## src/rtl/seq_pkg.sv

```systemverilog
// Purpose: shared constants for the operating state sequencer
// Assumes: bytes arrive already deframed from the serial link
// Notes: text tables are plain ascii, first byte in the top bits
//
// What this block does
// - restart always enters the loader state first
// - loader state uses fixed 115200 baud
// - loader waits at least three seconds, then leaves
// - mode pin held low keeps loader state
// - hold command with one locks loader state
// - restart-to-loader in setup locks loader state
// - leave loader only with firmware integrity confirmed
// - every run entry sends the operating-begin notice
// - run state uses stored baud and streams data
// - pin low or setup command enters setup
// - operating-end at stored baud, setup-begin at fixed
// - setup stops streaming, fixed baud, accepts commands
// - leaving setup saves settings to nonvolatile memory
// - pin release or setup zero returns to run
// - setup-end at fixed baud, then operating-begin stored
// - restart commands in setup reach loader state
// - loader entry sends the loader-begin notice
// - hold command also locks the setup state
// - active low reset pin restarts into loader
// - commands need line feed or return terminator
// - loader needs upper case, setup folds case
package seq_pkg;

  typedef enum logic [1:0] {OP_LOADER, OP_RUN, OP_SETUP} op_e;
  typedef enum logic [1:0] {PH_IDLE, PH_END, PH_BEGIN} ph_e;
  typedef enum logic [2:0] {
    NT_LOADER_BEGIN, NT_OPER_BEGIN, NT_OPER_END, NT_SETUP_BEGIN,
    NT_SETUP_END
  } notice_e;

  // loader window timing
  localparam int unsigned CLK_HZ = 250_000_000;
  localparam int unsigned LOADER_WINDOW_MS = 3000;
  localparam int unsigned LOADER_WINDOW_CYC_DEF =
    CLK_HZ / 1000 * LOADER_WINDOW_MS;

  // baud setting code 0 is the fixed 115200 rate
  localparam logic [1:0] BAUD_FIXED = 2'h0;

  // characters
  localparam logic [7:0] CH_A = 8'h41;
  localparam logic [7:0] CH_T = 8'h54;
  localparam logic [7:0] CH_PLUS = 8'h2b;
  localparam logic [7:0] CH_CR = 8'h0d;
  localparam logic [7:0] CH_LF = 8'h0a;
  localparam logic [7:0] CH_LOW_A = 8'h61;
  localparam logic [7:0] CH_LOW_Z = 8'h7a;
  localparam logic [7:0] CASE_BIT = 8'h20;
  localparam logic [4:0] PREFIX_LEN = 5'h03;
  localparam logic [4:0] POS_MAX = 5'h1f;

  // command table, text after the common prefix
  localparam int NUM_CMD = 6;
  localparam int CMD_MAX = 18;
  localparam int CMD_HOLD_ON = 0;
  localparam int CMD_HOLD_OFF = 1;
  localparam int CMD_SETUP_ON = 2;
  localparam int CMD_SETUP_OFF = 3;
  localparam int CMD_RESTART_LDR = 4;
  localparam int CMD_RESTART = 5;
  localparam logic [8*CMD_MAX-1:0] CMD_TEXT [NUM_CMD] = '{
    144'h4c4f_434b_3d31_0000_0000_0000_0000_0000_0000,
    144'h4c4f_434b_3d30_0000_0000_0000_0000_0000_0000,
    144'h434f_4e46_4947_3d31_0000_0000_0000_0000_0000,
    144'h434f_4e46_4947_3d30_0000_0000_0000_0000_0000,
    144'h5245_424f_4f54_5f42_4f4f_544c_4f41_4445_5200,
    144'h5245_424f_4f54_0000_0000_0000_0000_0000_0000
  };
  localparam logic [4:0] CMD_LEN [NUM_CMD] = '{
    5'h06, 5'h06, 5'h08, 5'h08, 5'h11, 5'h06
  };

  // notice bodies, framed by the prefix and cr lf
  localparam int NUM_NOTICE = 5;
  localparam logic [127:0] NOTICE_TEXT [NUM_NOTICE] = '{
    128'h424f_4f54_4c4f_4144_4552_5f53_5441_5254,
    128'h5255_4e5f_5354_4152_5400_0000_0000_0000,
    128'h5255_4e5f_454e_4400_0000_0000_0000_0000,
    128'h434f_4e46_4947_5f53_5441_5254_0000_0000,
    128'h434f_4e46_4947_5f45_4e44_0000_0000_0000
  };
  localparam logic [4:0] NOTICE_LEN [NUM_NOTICE] = '{
    5'h10, 5'h09, 5'h07, 5'h0c, 5'h0a
  };
  localparam logic [4:0] FRAME_EXTRA = 5'h05;

endpackage : seq_pkg

```

## src/rtl/cmd_line_parser.sv

```systemverilog
// Purpose: matches terminated command lines against the command table
// Assumes: one byte per valid cycle, no back-pressure needed
// Notes: a match is reported one cycle after its terminator
`timescale 1ns/1ns
`default_nettype none
module cmd_line_parser
  import seq_pkg::*;
(
  // clock and reset
  input wire logic clk_i,
  input wire logic sys_rst_i,
  // received bytes
  input wire logic byte_valid_i,
  input wire logic [7:0] byte_i,
  input wire logic fold_case_i,
  // one-hot command pulses
  output logic [NUM_CMD-1:0] cmd_o
);

  logic [4:0] pos_q, pos_d;
  logic [NUM_CMD-1:0] hit_q, hit_d, cmd_q, cmd_d, char_ok, len_ok;
  logic [7:0] ch;
  logic term, pre_ok;
  logic [4:0] body_pos;

  // body byte lookup, zero past the end so it never matches text
  function automatic logic [7:0] body_byte(int c, logic [4:0] i);
    logic [7:0] b;
    b = 8'h00;
    if (int'(i) < CMD_MAX) begin
      b = CMD_TEXT[c][8*CMD_MAX-1-8*int'(i) -: 8];
    end
    return b;
  endfunction : body_byte

  assign body_pos = pos_q - PREFIX_LEN;

  // per command compare against the current position
  for (genvar c = 0; c < NUM_CMD; c++) begin : g_cmd
    assign char_ok[c] = (pos_q < PREFIX_LEN) ||
                        (ch == body_byte(c, body_pos));
    assign len_ok[c] = (pos_q == PREFIX_LEN + CMD_LEN[c]);
  end

  // line tracking; prefix is always exact, letters fold only in setup
  always_comb begin
    ch = byte_i;
    if (fold_case_i && byte_i >= CH_LOW_A && byte_i <= CH_LOW_Z) begin
      ch = byte_i - CASE_BIT;
    end
    term = (byte_i == CH_LF) || (byte_i == CH_CR);
    unique case (pos_q)
      5'h00: pre_ok = (byte_i == CH_A);
      5'h01: pre_ok = (byte_i == CH_T);
      5'h02: pre_ok = (byte_i == CH_PLUS);
      default: pre_ok = 1'b1;
    endcase
    pos_d = pos_q;
    hit_d = hit_q;
    cmd_d = '0;
    if (byte_valid_i) begin
      if (term) begin
        // cr lf gives an empty second line, which matches nothing
        pos_d = '0;
        hit_d = '1;
        cmd_d = hit_q & len_ok;
      end else begin
        if (pos_q != POS_MAX) begin
          pos_d = pos_q + 5'h01;
        end
        hit_d = hit_q & char_ok & {NUM_CMD{pre_ok}};
      end
    end
  end

  always_ff @(posedge clk_i) begin
    if (sys_rst_i) begin
      pos_q <= '0;
      hit_q <= '1;
      cmd_q <= '0;
    end else begin
      pos_q <= pos_d;
      hit_q <= hit_d;
      cmd_q <= cmd_d;
    end
  end

  assign cmd_o = cmd_q;

  property p_term_only;
    @(posedge clk_i) disable iff (sys_rst_i)
    (|cmd_q) |-> $past(byte_valid_i && (byte_i == CH_LF ||
                                        byte_i == CH_CR));
  endproperty
  a_term_only: assert property (p_term_only)
    else $error("command reported without a terminator");

  property p_upper_only;
    @(posedge clk_i) disable iff (sys_rst_i)
    (byte_valid_i && !fold_case_i && byte_i >= CH_LOW_A &&
     byte_i <= CH_LOW_Z) |=> (hit_q == '0);
  endproperty
  a_upper_only: assert property (p_upper_only)
    else $error("lower case letter kept a loader command alive");

endmodule : cmd_line_parser
`default_nettype wire

```

## src/rtl/operating_state_sequencer.sv

```systemverilog
// Purpose: loader, run and setup state control with text notices
// Assumes: serial framing and nonvolatile storage live outside
// Notes: the loader window is a parameter so simulation can shorten it
`timescale 1ns/1ns
`default_nettype none
module operating_state_sequencer
  import seq_pkg::*;
#(
  parameter int unsigned LOADER_WINDOW_CYC = LOADER_WINDOW_CYC_DEF
) (
  // clock and resets
  input wire logic clk_i,
  input wire logic sys_rst_i,
  input wire logic module_rst_n_i,
  // mode select pin, low asks for loader or setup
  input wire logic mode_sel_i,
  // firmware check result and stored baud setting
  input wire logic fw_ok_i,
  input wire logic [1:0] stored_baud_i,
  // received command bytes
  input wire logic rx_valid_i,
  input wire logic [7:0] rx_data_i,
  // notice bytes towards the serial transmitter
  output logic tx_valid_o,
  output logic [7:0] tx_data_o,
  input wire logic tx_ready_i,
  // status and control towards the rest of the receiver
  output logic [1:0] baud_sel_o,
  output logic [1:0] op_state_o,
  output logic lock_o,
  output logic stream_en_o,
  output logic nvm_save_o,
  output logic settings_load_o
);

  localparam int TW = $clog2(LOADER_WINDOW_CYC + 1);
  localparam logic [TW-1:0] WIN_END = TW'(LOADER_WINDOW_CYC);

  logic rst;
  op_e mode_q, mode_d, tgt_q, tgt_d;
  ph_e phase_q, phase_d;
  notice_e ntc_q, ntc_d;
  logic [4:0] bi_q, bi_d, total;
  logic tx_valid_q, tx_valid_d;
  logic [7:0] tx_data_q, tx_data_d, next_byte;
  logic lock_q, lock_d;
  logic [TW-1:0] tmr_q, tmr_d;
  logic win_done;
  logic [1:0] baud_q, baud_d;
  logic stream_q, stream_d, save_q, save_d, load_q, load_d;
  logic pin_q, pin_d, pin_fall, pin_rise;
  logic [NUM_CMD-1:0] cmd;
  logic done;

  // either reset source restarts the block
  assign rst = sys_rst_i || !module_rst_n_i;

  // commands are matched with case folding only in setup
  cmd_line_parser u_parser (
    .clk_i(clk_i),
    .sys_rst_i(rst),
    .byte_valid_i(rx_valid_i),
    .byte_i(rx_data_i),
    .fold_case_i(mode_q == OP_SETUP),
    .cmd_o(cmd)
  );

  assign win_done = (tmr_q == WIN_END);
  assign pin_fall = pin_q && !mode_sel_i;
  assign pin_rise = !pin_q && mode_sel_i;
  assign total = NOTICE_LEN[ntc_q] + FRAME_EXTRA;

  // notice framing: prefix, body, then cr lf
  always_comb begin
    if (bi_q == 5'h00) begin
      next_byte = CH_A;
    end else if (bi_q == 5'h01) begin
      next_byte = CH_T;
    end else if (bi_q == 5'h02) begin
      next_byte = CH_PLUS;
    end else if (bi_q < PREFIX_LEN + NOTICE_LEN[ntc_q]) begin
      next_byte = NOTICE_TEXT[ntc_q][127 - 8*int'(bi_q - PREFIX_LEN) -: 8];
    end else if (bi_q == PREFIX_LEN + NOTICE_LEN[ntc_q]) begin
      next_byte = CH_CR;
    end else begin
      next_byte = CH_LF;
    end
  end

  // state, notice and lock control
  always_comb begin
    mode_d = mode_q;
    tgt_d = tgt_q;
    phase_d = phase_q;
    ntc_d = ntc_q;
    bi_d = bi_q;
    tx_valid_d = tx_valid_q;
    tx_data_d = tx_data_q;
    lock_d = lock_q;
    tmr_d = tmr_q;
    save_d = 1'b0;
    load_d = 1'b0;
    done = 1'b0;
    pin_d = mode_sel_i;
    // the window only runs in the loader and then holds
    if (mode_q == OP_LOADER && !win_done) begin
      tmr_d = tmr_q + TW'(1);
    end
    unique case (phase_q)
      PH_IDLE: begin
        unique case (mode_q)
          OP_LOADER: begin
            if (cmd[CMD_HOLD_ON]) begin
              lock_d = 1'b1;
            end else if (cmd[CMD_HOLD_OFF]) begin
              lock_d = 1'b0;
            end else if (win_done && !lock_q && mode_sel_i &&
                         fw_ok_i) begin
              mode_d = OP_RUN;
              load_d = 1'b1;
              phase_d = PH_BEGIN;
              ntc_d = NT_OPER_BEGIN;
              bi_d = '0;
            end
          end
          OP_RUN: begin
            if (pin_fall || cmd[CMD_SETUP_ON]) begin
              phase_d = PH_END;
              ntc_d = NT_OPER_END;
              tgt_d = OP_SETUP;
              bi_d = '0;
            end
          end
          OP_SETUP: begin
            if (cmd[CMD_HOLD_ON]) begin
              lock_d = 1'b1;
            end else if (cmd[CMD_HOLD_OFF]) begin
              lock_d = 1'b0;
            end else if (cmd[CMD_RESTART_LDR]) begin
              lock_d = 1'b1;
              phase_d = PH_END;
              ntc_d = NT_SETUP_END;
              tgt_d = OP_LOADER;
              bi_d = '0;
            end else if (cmd[CMD_RESTART]) begin
              // plain restart: lock cleared, only the pin or a failed firmware check then holds the loader
              lock_d = 1'b0;
              phase_d = PH_END;
              ntc_d = NT_SETUP_END;
              tgt_d = OP_LOADER;
              bi_d = '0;
            end else if ((pin_rise || cmd[CMD_SETUP_OFF]) &&
                         !lock_q) begin
              phase_d = PH_END;
              ntc_d = NT_SETUP_END;
              tgt_d = OP_RUN;
              bi_d = '0;
            end
          end
          default: mode_d = OP_LOADER;
        endcase
      end
      PH_END, PH_BEGIN: begin
        if (!tx_valid_q || tx_ready_i) begin
          if (bi_q < total) begin
            tx_valid_d = 1'b1;
            tx_data_d = next_byte;
            bi_d = bi_q + 5'h01;
          end else begin
            // last byte must be gone before the baud may move
            tx_valid_d = 1'b0;
            done = !tx_valid_q;
          end
        end
        if (done && phase_q == PH_END) begin
          mode_d = tgt_q;
          phase_d = PH_BEGIN;
          bi_d = '0;
          save_d = (mode_q == OP_SETUP);
          load_d = (tgt_q == OP_RUN);
          unique case (tgt_q)
            OP_RUN: ntc_d = NT_OPER_BEGIN;
            OP_SETUP: ntc_d = NT_SETUP_BEGIN;
            default: begin
              ntc_d = NT_LOADER_BEGIN;
              tmr_d = '0;
            end
          endcase
        end else if (done) begin
          phase_d = PH_IDLE;
        end
      end
      default: phase_d = PH_IDLE;
    endcase
    // loader and setup pin the baud, run takes the stored value
    if (mode_d == OP_RUN) begin
      baud_d = load_d ? stored_baud_i : baud_q;
    end else begin
      baud_d = BAUD_FIXED;
    end
    stream_d = (mode_d == OP_RUN) && (phase_d == PH_IDLE);
  end

  // restart lands in the loader with its begin notice queued
  always_ff @(posedge clk_i) begin
    if (rst) begin
      mode_q <= OP_LOADER;
      tgt_q <= OP_LOADER;
      phase_q <= PH_BEGIN;
      ntc_q <= NT_LOADER_BEGIN;
      bi_q <= '0;
      tx_valid_q <= 1'b0;
      tx_data_q <= 8'h00;
      lock_q <= 1'b0;
      tmr_q <= '0;
      baud_q <= BAUD_FIXED;
      stream_q <= 1'b0;
      save_q <= 1'b0;
      load_q <= 1'b0;
      pin_q <= 1'b1;
    end else begin
      mode_q <= mode_d;
      tgt_q <= tgt_d;
      phase_q <= phase_d;
      ntc_q <= ntc_d;
      bi_q <= bi_d;
      tx_valid_q <= tx_valid_d;
      tx_data_q <= tx_data_d;
      lock_q <= lock_d;
      tmr_q <= tmr_d;
      baud_q <= baud_d;
      stream_q <= stream_d;
      save_q <= save_d;
      load_q <= load_d;
      pin_q <= pin_d;
    end
  end

  assign tx_valid_o = tx_valid_q;
  assign tx_data_o = tx_data_q;
  assign baud_sel_o = baud_q;
  assign op_state_o = mode_q;
  assign lock_o = lock_q;
  assign stream_en_o = stream_q;
  assign nvm_save_o = save_q;
  assign settings_load_o = load_q;

  property p_reset_loader;
    @(posedge clk_i)
    rst |=> (mode_q == OP_LOADER && phase_q == PH_BEGIN &&
             ntc_q == NT_LOADER_BEGIN && !lock_q);
  endproperty
  a_reset_loader: assert property (p_reset_loader)
    else $error("restart did not enter the loader with its notice");

  property p_fixed_baud;
    @(posedge clk_i) disable iff (rst)
    (mode_q != OP_RUN) |-> (baud_sel_o == BAUD_FIXED && !stream_en_o);
  endproperty
  a_fixed_baud: assert property (p_fixed_baud)
    else $error("loader or setup not at the fixed baud");

  property p_window;
    @(posedge clk_i) disable iff (rst)
    (mode_q == OP_LOADER && !win_done) |=> (mode_q == OP_LOADER);
  endproperty
  a_window: assert property (p_window)
    else $error("loader left before its window ended");

  property p_pin_hold;
    @(posedge clk_i) disable iff (rst)
    (mode_q == OP_LOADER && (!mode_sel_i || lock_q)) |=>
      (mode_q == OP_LOADER);
  endproperty
  a_pin_hold: assert property (p_pin_hold)
    else $error("loader left while held by pin or lock");

  property p_fw_check;
    @(posedge clk_i) disable iff (rst)
    (mode_q == OP_LOADER && !fw_ok_i) |=> (mode_q == OP_LOADER);
  endproperty
  a_fw_check: assert property (p_fw_check)
    else $error("loader left without firmware integrity");

  property p_run_notice;
    @(posedge clk_i) disable iff (rst)
    (mode_q == OP_RUN && $past(mode_q) != OP_RUN) |->
      (phase_q == PH_BEGIN && ntc_q == NT_OPER_BEGIN && settings_load_o);
  endproperty
  a_run_notice: assert property (p_run_notice)
    else $error("run entered without begin notice or settings load");

  property p_setup_save;
    @(posedge clk_i) disable iff (rst)
    ($past(mode_q) == OP_SETUP && mode_q != OP_SETUP) |->
      (nvm_save_o && $past(ntc_q) == NT_SETUP_END);
  endproperty
  a_setup_save: assert property (p_setup_save)
    else $error("setup left without save or end notice");

  property p_baud_steady;
    @(posedge clk_i) disable iff (rst)
    tx_valid_o |=> $stable(baud_sel_o);
  endproperty
  a_baud_steady: assert property (p_baud_steady)
    else $error("baud moved while a notice byte was pending");

  property p_setup_lock;
    @(posedge clk_i) disable iff (rst)
    (mode_q == OP_SETUP && lock_q && phase_q == PH_IDLE &&
     !cmd[CMD_RESTART_LDR] && !cmd[CMD_RESTART]) |=>
      (phase_q == PH_IDLE || tgt_q != OP_RUN);
  endproperty
  a_setup_lock: assert property (p_setup_lock)
    else $error("locked setup started a return to run");

endmodule : operating_state_sequencer
`default_nettype wire

```

## config.mk

```make
export PLATFORM = sky130hd
export DESIGN_NAME = operating_state_sequencer
export DESIGN_NICKNAME = d
export VERILOG_FILES = /design/src/rtl/seq_pkg.sv /design/src/rtl/cmd_line_parser.sv /design/src/rtl/operating_state_sequencer.sv
export SDC_FILE = /design/constraint.sdc
export NUM_CORES = 1
export LEC_CHECK = 0
export ABC_AREA = 1
export BUFFER_PORTS_ARGS = -buffer_cell sky130_fd_sc_hd__buf_2
export CORE_MARGIN = 2
export CORE_UTILIZATION = 30
export DETAILED_ROUTE_END_ITERATION = 12
export PLACE_DENSITY_LB_ADDON = 0.05
export SETUP_SLACK_MARGIN = 0.15
export SKIP_CTS_REPAIR_TIMING = 1
export SLEW_MARGIN = 10
export SYNTH_ARGS = -nofsm -noshare
export SYNTH_HDL_FRONTEND = slang
export SYNTH_HIERARCHICAL = 1
export SYNTH_SLANG_ARGS = --single-unit
export TNS_END_PERCENT = 5
```

## constraint.sdc

```tcl
create_clock -name clk_i -period 8.5 [get_ports clk_i]
set_input_delay 0.425 -clock clk_i [delete_from_list [all_inputs] [get_ports clk_i]]
set_output_delay 0.425 -clock clk_i [all_outputs]
set_load 0.1 [all_outputs]
```

==> metrics.cfg, run 1 <==
[cells_and_area]
utilization_pct = 33.3
final_nets = 1190
antennaDiodeCount = 0
design_area_mm2 = 0.00753
fillers = 2544
fin_cells = 1419
drive_above_1_share_pct = 10.2
area_growth_pct = 9.14

[synthesis]
synth_commonest_cells = 290 x nand2_1, 146 x nor2_1, 116 x inv_1, 86 x nand3_1, 76 x dfxtp_1
synth-main-ff-cell = dfxtp_1
yosys_register_bits = 76
synth_most_common_cell = nand2_1
netlist.top_cell.by_area = dfxtp_1
syn-cell-area_mm2 = 0.00690
synthCells = 1116
ys_async_sr_fraction_pct = 0
yosysWarnings = 6
ys_types = 47
syn_area_per_cell_um2 = 6.18
syn_nets = 1174
synth_edf_count = 0
yosys.area.top_type_share_pct = 22.0
synthTopCellsByArea = dfxtp_1 22%, nand2_1 16%, nor2_1 7.9%, ha_1 7.4%, inv_1 6.3%
yosysSeqAreaShare_pct = 22.0

[timing]
tightest_slew_ns = 0.726
rsz0062_at_grt = no
slew_headroom_pct = 51.5
finalHoldViolations = 0
setup_violations = 0
slew_viol_final = 0
whs_ns = 0.311
max_freq_ghz = 0.266
fin_setup_tns_ns = 0
timing.final.crit_share_pct = 44.3
skew_ns = 0.0124
fin_crit_ns = 3.76

[pwr]
power.share.switching_pct = 27.1
p_leak_nw = 3.21
p_comb_share_pct = 12.7
p_sw_mw = 0.232
p_per_area_mw_per_mm2 = 113
ir_drop_v = 0.0000788
pwr-share-clk_pct = 44.4
power_frac_seq_pct = 42.9
p_int_mw = 0.621

[global_route]
grt_overflow = 0
track_usage_pct = 17.6
grt_pass1_vias = 6734
antenna_found_initial = 0
grt_max_degree = 42
grt_pass1_wl_mm = 34.5

[clock_network]
cts_tree = built
cts_num_sinks = 76
cts_root_buf = clkbuf_16
clk_path_buf_depth = 2
htreeDepth = 3
clk_latency_ns = 0.35
cts_buffers = 9
path_clk_slew_ns = 0.06

[floorplan]
die_width_um = 156
coreArea_mm2 = 0.0226
die_y_um = 156
io-pin-count = 34
die-area_mm2 = 0.0242
initial_core_util_pct = 30.5
rows = 55

[critical_path]
cp-end-kind = register
startpoint_type = register
path_class = register to register
worstRegToRegCells = 17
worstPathRequired_ns = 8.77
cp_top_family = simple AND/OR/NAND/NOR gates
r2r_slack_ns = 4.74
reg2reg_to = tx_data_o[3]
critPathMaxFanout = 6
arrival_ns = 4.03
path_cells = inv_1 -> ha_1 -> nand2_1 -> inv_1 -> ha_1 -> o21ai_0 -> xor2_1 -> ha_1 -> nand2_1 -> inv_1 -> o21ai_0 -> nand3_1 -> nor2_1 -> o21ai_0 -> nor2_1 -> nand2_1 -> a21oi_1
crit_path_max_incr_delay_ns = 0.50
crit_buf_inv = 3
rr_startpoint = ntc_q[1]
crit_slowest_cell = nor2_1

[hold_path]
min_from = mode_sel_i
holdPathEnd = pin_q
worstHoldPathCells = 3
hold_path_class = primary input to register

[placement]
portBuffers = 32
postPlaceCellArea_mm2 = 0.00725
dp_cells = 1406
gp_congestion = 0.847
hpwl_mm = 16.3

[detailed_routing]
firstDrtPassIters = 5
ant_nets = 0
drt_wl_total_mm = 20.6
via_per_inst = 4.88
drc = 0
wl_per_cell_um = 14.5
drtIter0Drc = 359
num_vias = 6921

[job]
cap_viol_max_count = 0

[status]
status = finished clean

[metrics by stage]
| stage | worst slack [ns] | power (mW) |
|---|---|---|
| 2_1_floorplan | 5.48 | 0.454 |
| 3_3_place_gp | 4.78 | 0.484 |
| 3_5_place_dp | 4.76 | 0.482 |
| 4_1_cts | 4.73 | 0.871 |
| 5_1_grt | 4.33 | 0.895 |
| 6_report | 4.74 | 0.853 |
[registers in the layout, indices dropped and copies added (netlist names), 3 cells and up]
name	count
bi_q	5
ntc_q	3
tmr_q	30
tx_data_o	7
u_parser/cmd_o	6
u_parser/hit_q	6
u_parser/pos_q	5
[cells by family after synthesis]
family          share of synthesized area, %
simple gates                            40.7
buf+inv                                 9.92
compound gates                          14.4
flops                                   22.0
xor+xnor                                5.44
fa+ha+maj                               7.43
other cells                           0.0543
[layer usage]
metal | global-route usage, % | wire length [µm]
met1 | 25.0 | 10700
met2 | 28.3 | 9110
met3 | 2.56 | 524
met4 | 3.63 | 209
met5 | 0 | 0
[worst min-delay path, delay by kind of cell]
family                 cells  cell delay, ns
buffers and inverters      2            0.13
AND/OR/NAND/NOR            1            0.07
[power groups by stage]
stage / Clock (mW) / Sequential (mW) / Combinational [mW]
after global placement: 0 / 0.374 / 0.111
after global routing: 0.407 / 0.366 / 0.122
final: 0.379 / 0.365 / 0.109
after detailed placement: 0 / 0.373 / 0.108
after CTS: 0.396 / 0.365 / 0.109
after floorplan: 0 / 0.380 / 0.0736
[cells in the final DEF, fill, tap and decap left out, drive strengths merged, types with 5 or more instances in the layout]
cell	count
nand2	308
xnor2	5
xor2	37
nor3	42
ha	41
inv	130
nand3	93
buf	34
nand4	26
a211oi	20
or2	6
nor2	154
dfxtp	76
clkbuf	11
o211ai	8
a21oi	55
o21ai	54
[worst max-delay path by stage]
stage               cells after the start              start  slack, ns                end
floorplan                              21  u_parser/pos_q[0]       5.48  u_parser/hit_q[0]
global placement                       19           ntc_q[0]       4.78            bi_q[1]
detailed placement                     19           ntc_q[1]       4.76            bi_q[1]
CTS                                    19           ntc_q[1]       4.73            bi_q[1]
global route                           17           ntc_q[1]       4.33       tx_data_o[3]
finish                                 17           ntc_q[1]       4.74       tx_data_o[3]
[final cells by class]
class                           count  area [µm²]  share of cell area, %
Clock inverter                      2        37.5                  0.498
Clock buffer                       11         243                   3.22
Multi-Input combinational cell    877        4700                   62.3
Inverter                          134         503                   6.68
Sequential cell                    76        1520                   20.2
Timing Repair Buffer               34         175                   2.33
Tap cell                          285         357                   4.73
(Power assumes the default switching activity.)
==> run 2: changes to the inputs <==
==> constraint.sdc (replaced) <==
create_clock -name clk_i -period 3.3 [get_ports clk_i]
set_input_delay 0.165 -clock clk_i [delete_from_list [all_inputs] [get_ports clk_i]]
set_output_delay 0.165 -clock clk_i [all_outputs]
set_load 0.1 [all_outputs]
==> run 2 against run 1 <==
  * Via count rose by 2.5%
  * Critical path depth is the same
  * Die area did not move
  * Non-clock buffer count up 24
  * First-iteration DRC count is 2.8% higher
  * Combinational power rose to 2.8 times the previous value
  * Utilization is 1.6 points higher
  * Worst hold slack worse by 0.27 ns
  * Setup slack lost 4.4 ns
  * Maximum frequency up 28%
  * Wire length up 2.3%
  * Sequential cell count stayed put
  * Critical endpoint is now tmr_q[5]
==> metrics.cfg, run 2 (synthesis gave the netlist of run 1 again) <==
[status]
status = finished clean

[detailed_routing]
via_per_inst = 4.90
drt_wl_total_mm = 21.0
firstDrtPassIters = 5
wl_per_cell_um = 14.6
drc = 0
drtIter0Drc = 369
ant_nets = 0
num_vias = 7091

[cells_and_area]
drive_above_1_share_pct = 14.0
antennaDiodeCount = 0
largest_reg_flops = 30
final_nets = 1214
area_growth_pct = 14.2
final_common_cell = nand2_1
largest_register = tmr_q
final_cell_mix = 288 x nand2_1, 144 x nor2_1, 113 x inv_1, 83 x nand3_1, 73 x dfxtp_1
fillers = 2529

[critical_path]
r2r_slack_ns = 0.36
reg2reg_to = tmr_q[5]
path_depth = 17
rr_startpoint = ntc_q[1]
endpoint = tmr_q[5]
cp_top_family = adder cells
crit_path_max_incr_delay_ns = 0.38
crit_slowest_cell = dfxtp_2
path_cells = inv_2 -> ha_4 -> nand2_1 -> inv_1 -> ha_2 -> o21ai_1 -> xor2_1 -> ha_1 -> nand2_1 -> inv_1 -> nand4_1 -> nand3_2 -> nand4_1 -> buf_4 -> o21ai_4 -> clkbuf_16 -> nor2_1
path_class = register to register
startpoint = ntc_q[1]
cp-end-kind = register
worstPathRequired_ns = 3.54
worstRegToRegCells = 17
crit_buf_inv = 5
arrival_ns = 3.18
startpoint_type = register
critPathMaxFanout = 13

[timing]
tightest_slew_ns = 0.649
timing.final.crit_share_pct = 89.1
finalHoldViolations = 0
skew_ns = 0.0132
rsz0062_at_grt = no
fin_crit_ns = 2.94
fin_setup_tns_ns = 0
slew_viol_final = 0
setup_violations = 0
max_freq_ghz = 0.340
slew_headroom_pct = 56.2

[clock_network]
path_clk_slew_ns = 0.07
cts_buffers = 9
cts_num_sinks = 76
clk_path_buf_depth = 2
cts_root_buf = clkbuf_16
clk_latency_ns = 0.35
htreeDepth = 3
cts_tree = built

[job]
cap_viol_max_count = 0

[global_route]
grt_overflow = 0
grt_max_degree = 27
antenna_found_initial = 0
track_usage_pct = 17.8
grt_pass1_vias = 6755
grt_pass1_wl_mm = 34.9

[hold_path]
hold_path_class = primary input to register
worstHoldPathCells = 3

[pwr]
ir_drop_v = 0.000179
p_leak_nw = 3.39
p_per_area_mw_per_mm2 = 308
power.total_mw = 2.43

[floorplan]
io-pin-count = 34
initial_core_util_pct = 30.5
die-area_mm2 = 0.0242
die_y_um = 156
coreArea_mm2 = 0.0226
rows = 55
die_width_um = 156

[placement]
hpwl_mm = 16.4
gp_congestion = 0.849
portBuffers = 32

[run 2: how the worst min path moves through the flow]
| stage | endpoint | start | slack, ns |
|---|---|---|---|
| 2_1_floorplan | pin_q | mode_sel_i | 0.29 |
| 3_3_place_gp | pin_q | mode_sel_i | 0.40 |
| 3_5_place_dp | pin_q | mode_sel_i | 0.40 |
| 4_1_cts | pin_q | mode_sel_i | 0.03 |
| 5_1_grt | pin_q | mode_sel_i | 0.04 |
| 6_report | pin_q | mode_sel_i | 0.04 |
[run 2: per-stage QoR]
stage / hold WS, ns / utilization, % / cells / setup WS (ns) / area [µm²]
5_1_grt: 0.0352 / 34.8 / 1446 / 0.0989 / 7890
3_3_place_gp: 0.396 / 32.7 / 1426 / 0.202 / 7410
4_1_cts: 0.0309 / 34.3 / 1442 / 0.0848 / 7760
3_5_place_dp: 0.398 / 32.7 / 1426 / 0.109 / 7410
6_report: 0.0399 / 34.8 / 1446 / 0.360 / 7890
2_1_floorplan: 0.294 / - / 1116 / 0.277 / 6900
[run 2: layout make-up]
class / instances / area (µm²) / share of cell area (%)
timing repair buffer: 58 / 385 / 4.89
multi-input combinational: 877 / 4760 / 60.4
sequential: 76 / 1530 / 19.3
clock inverter: 6 / 111 / 1.41
tap: 285 / 357 / 4.52
clock buffer: 10 / 239 / 3.03
inverter: 134 / 503 / 6.38
[run 2: metal layers]
| metal | wire length [µm] | track usage (%) | share of wire [%] | vias up |
|---|---|---|---|---|
| met5 | 0 | 0 | 0 | - |
| met4 | 241 | 3.76 | 1.1 | 0 |
| met3 | 755 | 2.92 | 3.6 | 15 |
| met2 | 9310 | 28.2 | 44 | 118 |
| met1 | 10700 | 25.4 | 51 | 3225 |
| li1 | - | - | - | 3733 |
[run 2: worst reg2reg max path, stage by stage, from the launching register on]
cell and delay (ns):
dfxtp_2 0.38, inv_2 0.08, ha_4 0.28, nand2_1 0.06, inv_1 0.09, ha_2 0.19, o21ai_1 0.08, xor2_1 0.15
ha_1 0.32, nand2_1 0.05, inv_1 0.06, nand4_1 0.10, nand3_2 0.16, nand4_1 0.14, buf_4 0.17, o21ai_4 0.24
clkbuf_16 0.24, nor2_1 0.06
[run 2: where the power goes]
part / switching (mW) / internal, mW / total [mW] / leakage [nW]
Combinational: 0.215 / 0.0924 / 0.307 / 2.61
Sequential: 0.00827 / 0.929 / 0.937 / 0.616
Clock: 0.421 / 0.760 / 1.18 / 0.169
==> run 3: changes to the inputs <==
--- a/config.mk
+++ b/config.mk
@@ -7,11 +7,10 @@
 export LEC_CHECK = 0
 export ABC_AREA = 1
 export BUFFER_PORTS_ARGS = -buffer_cell sky130_fd_sc_hd__buf_2
-export CORE_MARGIN = 2
 export CORE_UTILIZATION = 30
 export DETAILED_ROUTE_END_ITERATION = 12
 export PLACE_DENSITY_LB_ADDON = 0.05
-export SETUP_SLACK_MARGIN = 0.15
+export SETUP_SLACK_MARGIN = 0.05
 export SKIP_CTS_REPAIR_TIMING = 1
 export SLEW_MARGIN = 10
 export SYNTH_ARGS = -nofsm -noshare
==> constraint.sdc (replaced) <==
create_clock -name clk_i -period 2.9 [get_ports clk_i]
set_input_delay 0.145 -clock clk_i [delete_from_list [all_inputs] [get_ports clk_i]]
set_output_delay 0.145 -clock clk_i [all_outputs]
set_load 0.1 [all_outputs]
==> run 3 against run 2 <==
  * Setup slack worse by 0.22 ns
  * Maximum frequency increased by 6.5%
  * Die area is 2.6% lower
  * Critical path type unchanged
  * Largest cell class unchanged
==> metrics.cfg, run 3 (synthesis gave the netlist of run 1 again) <==
[detailed_routing]
drc = 0
via_per_inst = 4.83
ant_nets = 0
drtIter0Drc = 411
drt_wl_total_mm = 21.4
wl_per_cell_um = 14.5
firstDrtPassIters = 7
num_vias = 7150

[critical_path]
r2r_slack_ns = 0.14
critPathMaxFanout = 13
reg2reg_to = tmr_q[23]
crit_path_max_incr_delay_ns = 0.35
crit_buf_inv = 6
cp_top_family = adder cells
worstRegToRegCells = 18
startpoint_type = register
cp-end-kind = register
worstPathRequired_ns = 3.15
rr_startpoint = ntc_q[1]
path_cells = inv_2 -> ha_4 -> nand2_4 -> inv_4 -> ha_4 -> o21ai_2 -> xor2_1 -> ha_1 -> nand2_1 -> inv_2 -> nand4_1 -> nand3_2 -> nand4_1 -> buf_4 -> o21ai_4 -> buf_12 -> buf_12 -> a211oi_1
path_class = register to register
crit_slowest_cell = dfxtp_2
arrival_ns = 3.01

[hold_path]
worstHoldPathCells = 3
holdPathEnd = pin_q
hold_path_class = primary input to register
min_from = mode_sel_i

[floorplan]
initial_core_util_pct = 30.6
die_width_um = 154
io-pin-count = 34
coreArea_mm2 = 0.0226
die-area_mm2 = 0.0236
die_y_um = 154
rows = 55

[timing]
skew_ns = 0.0132
slew_headroom_pct = 57.8
slew_viol_final = 0
tightest_slew_ns = 0.625
setup_violations = 0
timing.final.crit_share_pct = 95.2
finalHoldViolations = 0
rsz0062_at_grt = yes
max_freq_ghz = 0.362
fin_setup_tns_ns = 0
fin_crit_ns = 2.76

[cells_and_area]
final_common_cell = nand2_1
utilization_pct = 36.7
final_nets = 1248
final_cell_mix = 283 x nand2_1, 138 x nor2_1, 109 x inv_1, 82 x nand3_1, 72 x dfxtp_1
area_growth_pct = 20.1
largest_register = tmr_q
antennaDiodeCount = 0
fin_cells = 1480
drive_above_1_share_pct = 18.8
design_area_mm2 = 0.00829
largest_reg_flops = 30

[pwr]
pwr-share-clk_pct = 48.4
p_leak_nw = 3.57
p_per_area_mw_per_mm2 = 335
power.total_mw = 2.78
p_sw_mw = 0.732
power.share.switching_pct = 26.4
p_int_mw = 2.04
p_comb_share_pct = 13.3
power_frac_seq_pct = 38.4
ir_drop_v = 0.000270

[job]
cap_viol_max_count = 0

[global_route]
grt_pass1_vias = 6769
grt_overflow = 0
grt_util_met1_pct = 25.2
grt_max_degree = 27
grt_use_met3_pct = 2.90
grt.busiest_layer = met2
gr-usage-met2_pct = 29.4
track_usage_pct = 18.2
antenna_found_initial = 0
grt_pass1_wl_mm = 34.8

[clock_network]
cts_buffers = 9
htreeDepth = 3
cts_num_sinks = 76
clk_latency_ns = 0.34
cts_tree = built
path_clk_slew_ns = 0.06
cts_root_buf = clkbuf_16
clk_path_buf_depth = 2

[placement]
postPlaceCellArea_mm2 = 0.00766
hpwl_mm = 16.6
dp_cells = 1455
gp_congestion = 0.874
portBuffers = 32

[status]
status = finished clean

run 3: cell types whose count changed in the layout (fill, tap and decap cells not counted), moves of 4 or more:
cell	before	now
nor2_1	144	138
buf_4	24	53
a21oi_1	51	47
a21oi_2	2	6
nand2_1	288	283
ha_1	39	35
nand2_2	15	19
o21ai_0	44	40
inv_1	113	109
nor2_2	10	15
run 3: worst min-delay path: cells and delay by family:
family        cells  cell delay, ns
buf+inv           2            0.13
simple gates      1            0.07
run 3: final cells by class:
type	count	area [µm²]
Tap cell	285	357
Sequential cell	76	1530
Fill cell	2492	14300
Multi-Input combinational cell	877	4860
Clock buffer	11	243
Clock inverter	5	108
Inverter	134	508
Timing Repair Buffer	92	686
run 3: worst max-delay path by stage:
stage	from	to	cells past startpoint
after floorplan	u_parser/pos_q[0]	u_parser/hit_q[0]	22
after global placement	ntc_q[0]	tx_data_o[1]	18
after detailed placement	ntc_q[1]	stream_en_o	20
after CTS	ntc_q[1]	stream_en_o	20
after global routing	ntc_q[1]	tmr_q[23]	18
final	ntc_q[1]	tmr_q[23]	18
run 3: through the flow:
| stage | worst slack (ns) | hold slack, ns |
|---|---|---|
| 5_1_grt | 0.0153 | 0.0413 |
| 4_1_cts | -0.144 | 0.0214 |
| 3_5_place_dp | -0.118 | 0.380 |
| 6_report | 0.138 | 0.0330 |
| 3_3_place_gp | -0.0306 | 0.376 |
| 2_1_floorplan | 0.0463 | 0.274 |
run 3: power groups by stage:
stage          combinational (mW)  sequential, mW  clock (mW)
6_report                    0.368            1.07        1.34
4_1_cts                     0.350            1.06        1.39
3_5_place_dp                0.349            1.09           0
2_1_floorplan               0.219            1.11           0
3_3_place_gp                0.357            1.09           0
5_1_grt                     0.410            1.07        1.43
run 3: layer usage:
metal | part of all wire, % | up-vias
met3 | 3.2 | 18
li1 | - | 3797
met5 | 0 | -
met4 | 1.2 | 0
met2 | 45 | 106
met1 | 50 | 3229
